File: config.mk
export PLATFORM = sky130hd
export DESIGN_NAME = swsc_scan_ctrl
export DESIGN_NICKNAME = d
export VERILOG_FILES = /design/src/shared/swsc_pkg.sv /design/src/swsc_tick.sv /design/src/swsc_scan_ctrl.sv
export SDC_FILE = /design/constraint.sdc
export NUM_CORES = 1
export LEC_CHECK = 0
export BUFFER_PORTS_ARGS = -buffer_cell sky130_fd_sc_hd__clkbuf_2
export CORE_MARGIN = 1
export CORE_UTILIZATION = 63
export CTS_BUF_LIST = sky130_fd_sc_hd__clkbuf_4 sky130_fd_sc_hd__clkbuf_8
export CTS_CLUSTER_DIAMETER = 80
export DETAILED_ROUTE_END_ITERATION = 10
export PLACE_DENSITY = 0.95
export SLEW_MARGIN = 20
export SYNTH_ARGS = -nofsm -noshare
export SYNTH_HDL_FRONTEND = slang
export SYNTH_SLANG_ARGS = --single-unit
export TNS_END_PERCENT = 50
File: constraint.sdc
create_clock -name sys_clk_i -period 5.7 [get_ports sys_clk_i]
set_input_delay 0.285 -clock sys_clk_i [delete_from_list [all_inputs] [get_ports sys_clk_i]]
set_output_delay 0.285 -clock sys_clk_i [all_outputs]
set_load 0.01 [all_outputs]
File: src/shared/swsc_pkg.sv
// constants and types for the switch scan and shutdown controller
package swsc_pkg;

  // time base: one tick per microsecond
  localparam int unsigned CLK_PERIOD_NS = 40;
  localparam int unsigned TICK_NS       = 1000;
  localparam int unsigned US_PER_MS     = 1000;
  localparam logic [4:0]  TICK_CYC      = 5'(TICK_NS / CLK_PERIOD_NS);

  // timing figures in their own units
  localparam int unsigned POLL_TIME_US  = 250;
  localparam int unsigned EXIT_TIME_US  = 200;
  localparam int unsigned WET_LIMIT_MS  = 20;
  localparam int unsigned PERIOD_MIN_MS = 2;

  // the same figures as tick counts
  localparam logic [16:0] POLL_TICKS        = 17'(POLL_TIME_US);
  localparam logic [7:0]  EXIT_TICKS        = 8'(EXIT_TIME_US);
  localparam logic [14:0] WET_LIMIT_TICKS   = 15'(WET_LIMIT_MS * US_PER_MS);
  localparam logic [16:0] PERIOD_BASE_TICKS = 17'(PERIOD_MIN_MS * US_PER_MS);

  // scanning-period codes
  localparam logic [2:0] SCAN_CODE_MAX  = 3'h5;
  localparam logic [2:0] SCAN_CONT_HYST = 3'h6;
  localparam logic [2:0] SCAN_CONT      = 3'h7;

  // command register field layout, bit 15 down to bit 0
  typedef struct packed {
    logic       wetting_continuous_sel;
    logic [2:0] scan_period;
    logic       wetting_global_en;
    logic       low_pair_wetting_en;
    logic [1:0] group_battery_sel;
    logic [7:0] irq_disable;
  } swsc_cmd_type;

  localparam swsc_cmd_type CMD_RESET = 16'h0000;

  // gray order: shutdown, wake, scan, normal
  typedef enum logic [1:0] {
    ST_SHDN   = 2'h0,
    ST_WAKE   = 2'h1,
    ST_SCAN   = 2'h3,
    ST_NORMAL = 2'h2
  } swsc_mode_type;

endpackage

File: src/swsc_tick.sv
// microsecond tick generator shared by all timers
`timescale 1ns/1ps
`default_nettype none

module swsc_tick (
  // clock and control
  input  wire logic sys_clk_i,
  input  wire logic rst_i,
  input  wire logic ce_i,
  // one-cycle tick every microsecond
  output logic      tick_o
);
  import swsc_pkg::*;

  logic [4:0] div_q;
  logic [4:0] div_d;
  logic       tick_d;

  always_comb begin
    tick_d = (div_q == TICK_CYC - 5'h01);
    div_d  = tick_d ? 5'h00 : div_q + 5'h01;
  end

  always_ff @(posedge sys_clk_i) begin
    if (rst_i) begin
      div_q  <= 5'h00;
      tick_o <= 1'b0;
    end else if (ce_i) begin
      div_q  <= div_d;
      tick_o <= tick_d;
    end
  end

endmodule

`default_nettype wire

File: src/swsc_scan_ctrl.sv
// scan-mode polling, wetting pulses and shutdown sequencing of a switch monitor
`timescale 1ns/1ps
`default_nettype none

module swsc_scan_ctrl #(
  parameter logic [16:0] POLL_US        = swsc_pkg::POLL_TICKS,
  parameter logic [7:0]  EXIT_US        = swsc_pkg::EXIT_TICKS,
  parameter logic [14:0] WET_LIMIT_US   = swsc_pkg::WET_LIMIT_TICKS,
  parameter logic [16:0] PERIOD_BASE_US = swsc_pkg::PERIOD_BASE_TICKS
) (
  // clock and control
  input  wire logic                   sys_clk_i,
  input  wire logic                   rst_i,
  input  wire logic                   ce_i,
  // command register load from the serial logic
  input  wire logic                   cmd_wr_i,
  input  wire swsc_pkg::swsc_cmd_type cmd_data_i,
  // pins
  input  wire logic                   shutdown_n_i,
  input  wire logic [7:0]             switch_level_i,
  // switch front end
  output logic [7:0]                  sense_conn_o,
  output logic [7:0]                  wet_drive_o,
  output logic                        input_hiz_o,
  output logic                        direct_out_a_o,
  output logic                        direct_out_a_oe_o,
  output logic                        direct_out_b_o,
  output logic                        direct_out_b_oe_o,
  // status
  output logic [7:0]                  sw_state_o,
  output var swsc_pkg::swsc_mode_type mode_o,
  output var swsc_pkg::swsc_cmd_type  cmd_o
);
  import swsc_pkg::*;

  logic          tick;
  logic          sd_meta_q;
  logic          sd_sync_q;
  logic [7:0]    sw_meta_q;
  logic [7:0]    sw_sync_q;
  swsc_mode_type state_q;
  swsc_mode_type state_d;
  swsc_cmd_type  cmd_q;
  swsc_cmd_type  cmd_d;
  logic [7:0]    exit_cnt_q;
  logic [7:0]    exit_cnt_d;
  logic [16:0]   per_cnt_q;
  logic [16:0]   per_cnt_d;
  logic [16:0]   period_len;
  logic [2:0]    shamt;
  logic          poll;
  logic          poll_end;
  logic          sensing;
  logic [7:0]    sense_mask;
  logic [7:0]    wet_mask;
  logic [7:0]    wet_expired;
  logic [7:0]    sw_state_d;
  logic [7:0]    sense_d;
  logic [7:0]    wet_d;
  logic          hiz_d;
  logic          direct_oe_d;

  swsc_tick u_tick (
    .sys_clk_i (sys_clk_i),
    .rst_i     (rst_i),
    .ce_i      (ce_i),
    .tick_o    (tick)
  );

  ////////////////////////////////////////////////////////////////////////////
  // pin synchronisers
  always_ff @(posedge sys_clk_i) begin
    if (rst_i) begin
      sd_meta_q <= 1'b1;
      sd_sync_q <= 1'b1;
      sw_meta_q <= 8'h00;
      sw_sync_q <= 8'h00;
    end else if (ce_i) begin
      sd_meta_q <= shutdown_n_i;
      sd_sync_q <= sd_meta_q;
      sw_meta_q <= switch_level_i;
      sw_sync_q <= sw_meta_q;
    end
  end

  ////////////////////////////////////////////////////////////////////////////
  // mode, command register, exit delay
  always_comb begin
    state_d    = state_q;
    exit_cnt_d = 8'h00;
    cmd_d      = cmd_q;
    unique case (state_q)
      ST_SHDN: begin
        if (sd_sync_q) state_d = ST_WAKE;
      end
      ST_WAKE: begin
        exit_cnt_d = exit_cnt_q + {7'h00, tick};
        if (tick && exit_cnt_q == EXIT_US - 8'h01) state_d = ST_SCAN;
      end
      ST_SCAN, ST_NORMAL: begin
        state_d = (cmd_q.scan_period > SCAN_CODE_MAX) ? ST_NORMAL : ST_SCAN;
      end
    endcase
    if (!sd_sync_q) state_d = ST_SHDN;
    if (state_q == ST_SHDN || state_q == ST_WAKE || !sd_sync_q) cmd_d = CMD_RESET;
    else if (cmd_wr_i) cmd_d = cmd_data_i;
  end

  always_ff @(posedge sys_clk_i) begin
    if (rst_i) begin
      state_q    <= ST_SCAN;
      cmd_q      <= CMD_RESET;
      exit_cnt_q <= 8'h00;
    end else if (ce_i) begin
      state_q    <= state_d;
      cmd_q      <= cmd_d;
      exit_cnt_q <= exit_cnt_d;
    end
  end

  ////////////////////////////////////////////////////////////////////////////
  // scan period and polling window
  always_comb begin
    shamt      = SCAN_CODE_MAX - cmd_q.scan_period;
    period_len = PERIOD_BASE_US << shamt;
    per_cnt_d  = 17'h00000;
    if (state_q == ST_SCAN) begin
      per_cnt_d = per_cnt_q;
      // >= keeps the count sane when software shortens the period
      if (tick) per_cnt_d = (per_cnt_q >= period_len - 17'h00001) ? 17'h00000
                                                                   : per_cnt_q + 17'h00001;
    end
  end

  always_ff @(posedge sys_clk_i) begin
    if (rst_i) per_cnt_q <= 17'h00000;
    else if (ce_i) per_cnt_q <= per_cnt_d;
  end

  // window at the start of each period
  assign poll     = (state_q == ST_SCAN) && (per_cnt_q < POLL_US);
  assign poll_end = poll && tick && (per_cnt_q == POLL_US - 17'h00001);
  assign sensing  = poll || (state_q == ST_NORMAL);
  // direct-input pair loses its resistors and wetting
  assign sense_mask = {6'h3f, {2{cmd_q.low_pair_wetting_en}}};
  assign wet_mask   = {{6{cmd_q.wetting_global_en}},
                       {2{cmd_q.wetting_global_en & cmd_q.low_pair_wetting_en}}};

  ////////////////////////////////////////////////////////////////////////////
  // per-channel wetting limit timers
  genvar gi;
  generate
    for (gi = 0; gi < 8; gi++) begin : g_wet
      logic [14:0] tmr_q;
      logic [14:0] tmr_d;
      always_comb begin
        wet_expired[gi] = (tmr_q == WET_LIMIT_US);
        tmr_d = tmr_q;
        if (!sw_state_o[gi]) tmr_d = 15'h0000;
        else if (tick && !wet_expired[gi]) tmr_d = tmr_q + 15'h0001;
      end
      always_ff @(posedge sys_clk_i) begin
        if (rst_i) tmr_q <= 15'h0000;
        else if (ce_i) tmr_q <= tmr_d;
      end
    end
  endgenerate

  ////////////////////////////////////////////////////////////////////////////
  // front-end drive and sampled state
  always_comb begin
    // one common connect for every input in sense_mask
    sense_d = sensing ? sense_mask : 8'h00;
    // wetting only while sensing a closed switch
    wet_d = (sensing ? wet_mask : 8'h00) & sw_state_o &
            ({8{cmd_q.wetting_continuous_sel}} | ~wet_expired);
    hiz_d = (state_q == ST_SHDN) || (state_q == ST_WAKE);
    // direct pair only in normal mode
    direct_oe_d = (state_q == ST_NORMAL) && !cmd_q.low_pair_wetting_en;
    sw_state_d  = sw_state_o;
    unique case (state_q)
      ST_SHDN, ST_WAKE: sw_state_d = 8'h00;
      ST_NORMAL:        sw_state_d = sw_sync_q & sense_mask;
      // every input in sense_mask latched at the same window end
      ST_SCAN:          if (poll_end) sw_state_d = sw_sync_q & sense_mask;
    endcase
  end

  always_ff @(posedge sys_clk_i) begin
    if (rst_i) begin
      sense_conn_o      <= 8'h00;
      wet_drive_o       <= 8'h00;
      input_hiz_o       <= 1'b0;
      direct_out_a_o    <= 1'b0;
      direct_out_a_oe_o <= 1'b0;
      direct_out_b_o    <= 1'b0;
      direct_out_b_oe_o <= 1'b0;
      sw_state_o        <= 8'h00;
      mode_o            <= ST_SCAN;
      cmd_o             <= CMD_RESET;
    end else if (ce_i) begin
      sense_conn_o      <= sense_d;
      wet_drive_o       <= wet_d;
      input_hiz_o       <= hiz_d;
      direct_out_a_o    <= sw_sync_q[0];
      direct_out_a_oe_o <= direct_oe_d;
      direct_out_b_o    <= sw_sync_q[1];
      direct_out_b_oe_o <= direct_oe_d;
      sw_state_o        <= sw_state_d;
      mode_o            <= state_d;
      cmd_o             <= cmd_d;
    end
  end
endmodule

`default_nettype wire

* After elaboration in Yosys (flattened, before gate mapping)
Index checks and enable logic that the tools add are counted.
** Storage, ports and cells
- Output and inout port bits :: 47
- Word-level logic and storage cells :: 151
- Flip-flop bits (word level) :: 215
- Input bits :: 29
** Cells by class
- Add/subtract/negate cells :: 13
- Bitwise operators :: 6
- Reductions and logical operators :: 42
- Multiplexer cells :: 31
- Magnitude comparators :: 3
- Shift-type cells :: 1
- Equal/unequal tests :: 25
** Operators with widths (count)
- $mux 15 :: 16
- $add 15x1->15 const B :: 8
- $eq 15x15->1 const B :: 8
- $mux 17 :: 3
- $mux 16 :: 2
- $mux 8 :: 4
- $and 8x8->8 :: 3
- $pmux 8 s3 :: 1
- $reduce_and 2->1 :: 12
- $ne 2x1->1 const B :: 9
- $add 17x1->17 const B :: 1
- $eq 17x8->1 const B :: 1
- $ge 17x17->1 :: 1
- $lt 17x8->1 const B :: 1
- $shl 11x3->17 const A :: 1
- $sub 17x1->17 const B :: 1
- $logic_and 1x1->1 :: 13
- $logic_not 1->1 :: 10
- $add 8x1->8 :: 1
- $eq 8x8->1 const B :: 1
- $not 8->8 :: 1
- $or 8x8->8 :: 1
- $pmux 2 s3 :: 1
- $add 5x1->5 const B :: 1
- 15 further kinds :: 20

* Longest topological paths before layout
- Depth after elaboration :: 7
- Gate-level depth with buffers :: 13
- Gate-level depth less buffers :: 11

* Hierarchy
From an unflattened synthesis, not the netlist that was laid out.
** Unflattened totals
- Cell total of the unflattened synthesis :: 1194
- Area, all modules :: 10351.2 µm²
** By module, submodules not included
- swsc_scan_ctrl :: cells each 1165, times used 1, area each 10079.7 µm²
- swsc_tick :: cells each 29, times used 1, area each 271.5 µm²

* Worst setup path after synthesis
Ideal clock, no wire load.
- Path type :: register to register
- Start :: register cmd_o[13] (netlist name)
- End :: register per_cnt_q[10]
- Path buffers :: 2
- Required time :: 5.583 ns
- Cell stages (with the launch flop) :: 14
- Path slack :: 2.494 ns
- Data arrival time :: 3.089 ns
- Library setup time :: 0.117 ns
- Cells stage by stage :: dfxtp_1 inv_1 ha_1 clkbuf_1 and3_1 o21bai_1 ha_1 nand4_1 or4_1 a21oi_1 nor3_1 o21ai_1 buf_2 nor2_1
** RTL lines
- to (signal assigned) :: RTL line swsc_scan_ctrl.sv:137 : else if (ce_i) per_cnt_q <= per_cnt_d;
- to (decl) :: RTL line swsc_scan_ctrl.sv:47 : logic [16:0] per_cnt_q;

==> qor.yml <==
floorplanning:
  core_area_mm2: 0.0159
  dieArea_mm2: 0.0168
  die_h_um: 130
  start_util_pct: 64.5
  io_pins: 76
  die_w_um: 130
  row_count: 46
critical_path:
  endpoint_kind: "flip-flop"
  crit_chain: "inv_1 -> ha_1 -> and3_1 -> o21bai_1 -> ha_1 -> nand4_1 -> or4_1 -> a21oi_1 -> nor3_1 -> o21ai_1 -> nor2_1"
  path_buf_inv: 1
  crit_top_cell: "ha_1"
  cp_top_family: "simple AND/OR/NAND/NOR gates"
  slowest_delay_ps: 670
  crit_required_ps: 6080
  slowest_stage: "o21ai_1"
  crit_type: "flip-flop to flip-flop"
  crit_arrival_ps: 4080
  worstSetupStartpointType: "flip-flop"
  crit_fanout: 13
clock_tree:
  cts_sinks: 209
  clk_latency_ps: 540
  cts_tree: "done"
  root_buffer: "clkbuf_8"
  h-tree-depth: 2
  clk_pin_slew_worst_paths_ps: 70
  ctsResizeCount: 0
  clock_path_buffers: 3
  cts_made_buffers: 35
timing:
  setup_slack_ps: 2010
  hold_violations: 0
  finalMaxSlewViolations: 0
  fin_crit_sh_pct: 64.8
  rsz0062_at_grt: "no"
  slew_headroom_pct: 41.8
  final-setup-viol-count: 0
  tightest_slew_ps: 867
  finalSetupTns_ps: 0
  min_period_ps: 3690
  fmax_mhz: 271
  fin_skew_ps: 18.3
  hold_ws_ps: 25.3
yosys:
  yosys_most_used_dff: "dfxtp_1"
  avgSynthCellArea_um2: 8.68
  ys_seq_area_share_pct: 40.8
  syn_inst: 1180
  async_reset_ff_share_pct: 0
  synth_area_mm2: 0.0102
  ys.warnings.count: 0
  yosys_register_bits: 209
  syn_nets: 1250
  ys_types: 68
  synth_edf_count: 0
finish:
  nNetsFinal: 1333
  diodes: 0
  area_growth_pct: 13.7
  drive_gt1_share_pct: 13.0
  final_cell_mix: "209 x dfxtp_1, 173 x nor2_1, 84 x nand2_1"
  final_common_cell: "dfxtp_1"
  nFillCells: 1098
flow_run:
  maxCapViolations: 0
drt:
  wire_per_inst_um: 16.5
  vias_per_cell: 5.99
  drtIter0Drc: 748
  first_pass_iters: 6
  routed_wl_mm: 24.8
  num_vias: 8990
  ant_nets: 0
  drc: 0
pwr:
  switching_power_mw: 0.753
  powerDensity_mw_per_mm2: 277
  p_clk_share_pct: 48.2
  intPower_mw: 2.47
  switching_share_pct: 23.3
  p_seq_share_pct: 46.5
  ir_worst_vdd_v: 0.000327
  leakagePower_nw: 4.23
  power_frac_comb_pct: 5.3
grt:
  grt_pass1_vias: 8620
  grt-ovfl-total: 0
  grt_pass1_wl_mm: 40.3
  grt_antenna_before_repair: 0
  grt_usage_pct: 29.8
  grt_max_degree: 61
placement:
  place_ws_ps: 2010
  io_buffers: 75
  gp_congestion: 0.849
  dpl.hpwl_mm: 15.1
status:
  outcome: "finished clean"
min_path:
  hold_path.class: "input port to flip-flop"
-- sequential cells by signal (all words and copies together) (netlist names) --
signal             cells
sd_sync_q              1
sw_meta_q              8
exit_cnt_q             8
g_wet.tmr_q          120
direct_out_b_oe_o      1
u_tick.div_q           5
wet_drive_o            8
cmd_o                 16
direct_out_a_o         1
sw_sync_q              8
sd_meta_q              1
sw_state_o             8
input_hiz_o            1
mode_o                 2
per_cnt_q             17
u_tick.tick_o          1
sense_conn_o           2
direct_out_b_o         1
-- final timing paths --
| kind | start | endpoint | slack [ps] | cells past startpoint |
|---|---|---|---|---|
| worst min-delay path | switch_level_i[3] | sw_meta_q[3] | 30 | 3 |
| worst min register to register | wet_drive_o[3] | wet_drive_o[3] | 470 | 2 |
| worst max-delay path | cmd_o[13] | per_cnt_q[8] | 2010 | 11 |
| worst max register to register | cmd_o[13] | per_cnt_q[8] | 2010 | 11 |
-- worst min-delay path, delay by kind of cell --
kind          cells  cell delay [ps]
buf+inv           1              100
mux               1               70
simple gates      1               70
-- Yosys cell counts, drive strengths merged, types with 3 or more instances --
master	count	area share, %
nand2b	17	1.0
or2	8	0.49
ha	41	5.0
nor4b	9	0.95
a41oi	5	0.57
inv	39	1.4
buf	16	1.1
nor3b	3	0.27
a21oi	60	3.0
or3	13	0.79
nand3	69	3.4
a31oi	3	0.18
xor2	50	4.3
nor4bb	8	0.78
and4	5	0.43
nor2b	14	0.85
and3	25	1.5
o21ai	27	1.4
nand2	84	3.1
o211ai	11	0.81
and2	11	0.70
a21o	7	0.51
xnor2	72	6.2
o21a	5	0.37
dfxtp	209	41
a2bb2oi	10	0.85
mux2i	25	2.4
o2111ai	10	0.85
nor4	25	1.9
nor3	29	1.4
clkbuf	33	1.4
and3b	3	0.26
nor2	173	6.3
nand4	36	2.2
-- power by group through the flow --
| stage | registers [mW] | logic (mW) | clock network, mW |
|---|---|---|---|
| after detailed placement | 1.53 | 0.153 | 0 |
| after floorplan | 1.53 | 0.114 | 0 |
| after global placement | 1.53 | 0.148 | 0 |
| after CTS | 1.50 | 0.164 | 1.56 |
| after global routing | 1.50 | 0.183 | 1.64 |
| final | 1.50 | 0.169 | 1.56 |
-- layout make-up --
class	count	area [um^2]	area share, %
tap	216	270	2.32
timing repair buffer	95	576	4.94
clock inverter	13	200	1.72
sequential	209	4180	35.9
clock buffer	47	616	5.28
inverter	39	146	1.26
multi-input combinational	883	5660	48.6
-- stage by stage --
stage	utilization [%]	area, um^2	power (mW)	cells
after floorplan	-	10200	1.64	1180
after global placement	67.1	10700	1.68	1424
after detailed placement	67.1	10700	1.68	1424
after CTS	73.3	11600	3.23	1501
after global routing	73.4	11700	3.32	1502
final	73.4	11700	3.23	1502
-- kinds of logic (layout without fill, tap and decap cells) --
family | count (synthesis) | count (layout) | synth area share, %
XOR/XNOR | 122 | 122 | 10.4
flip-flops | 209 | 209 | 40.8
multiplexers | 27 | 27 | 2.66
buffers and inverters | 88 | 194 | 3.93
AND/OR/NAND/NOR | 542 | 542 | 27.4
adder cells (fa/ha/maj) | 41 | 41 | 5.01
AO/OA/AOI/OAI | 151 | 151 | 9.71
-- what timing repair did --
| item | in CTS | in global routing |
|---|---|---|
| hold buffers | 17 | 1 |
| buffers inserted | 0 | 0 |
| hold endpoints to repair | 17 | 1 |
-- routing by layer --
layer | vias to the layer above | wire length [um] | track usage [%]
li1 | 4287 | - | -
met1 | 4255 | 10300 | 35.2
met2 | 371 | 12000 | 52.1
met3 | 77 | 1560 | 6.19
met4 | 0 | 898 | 13.6
met5 | - | 0 | 0
No activity file was read; power rests on OpenSTA's default activity.
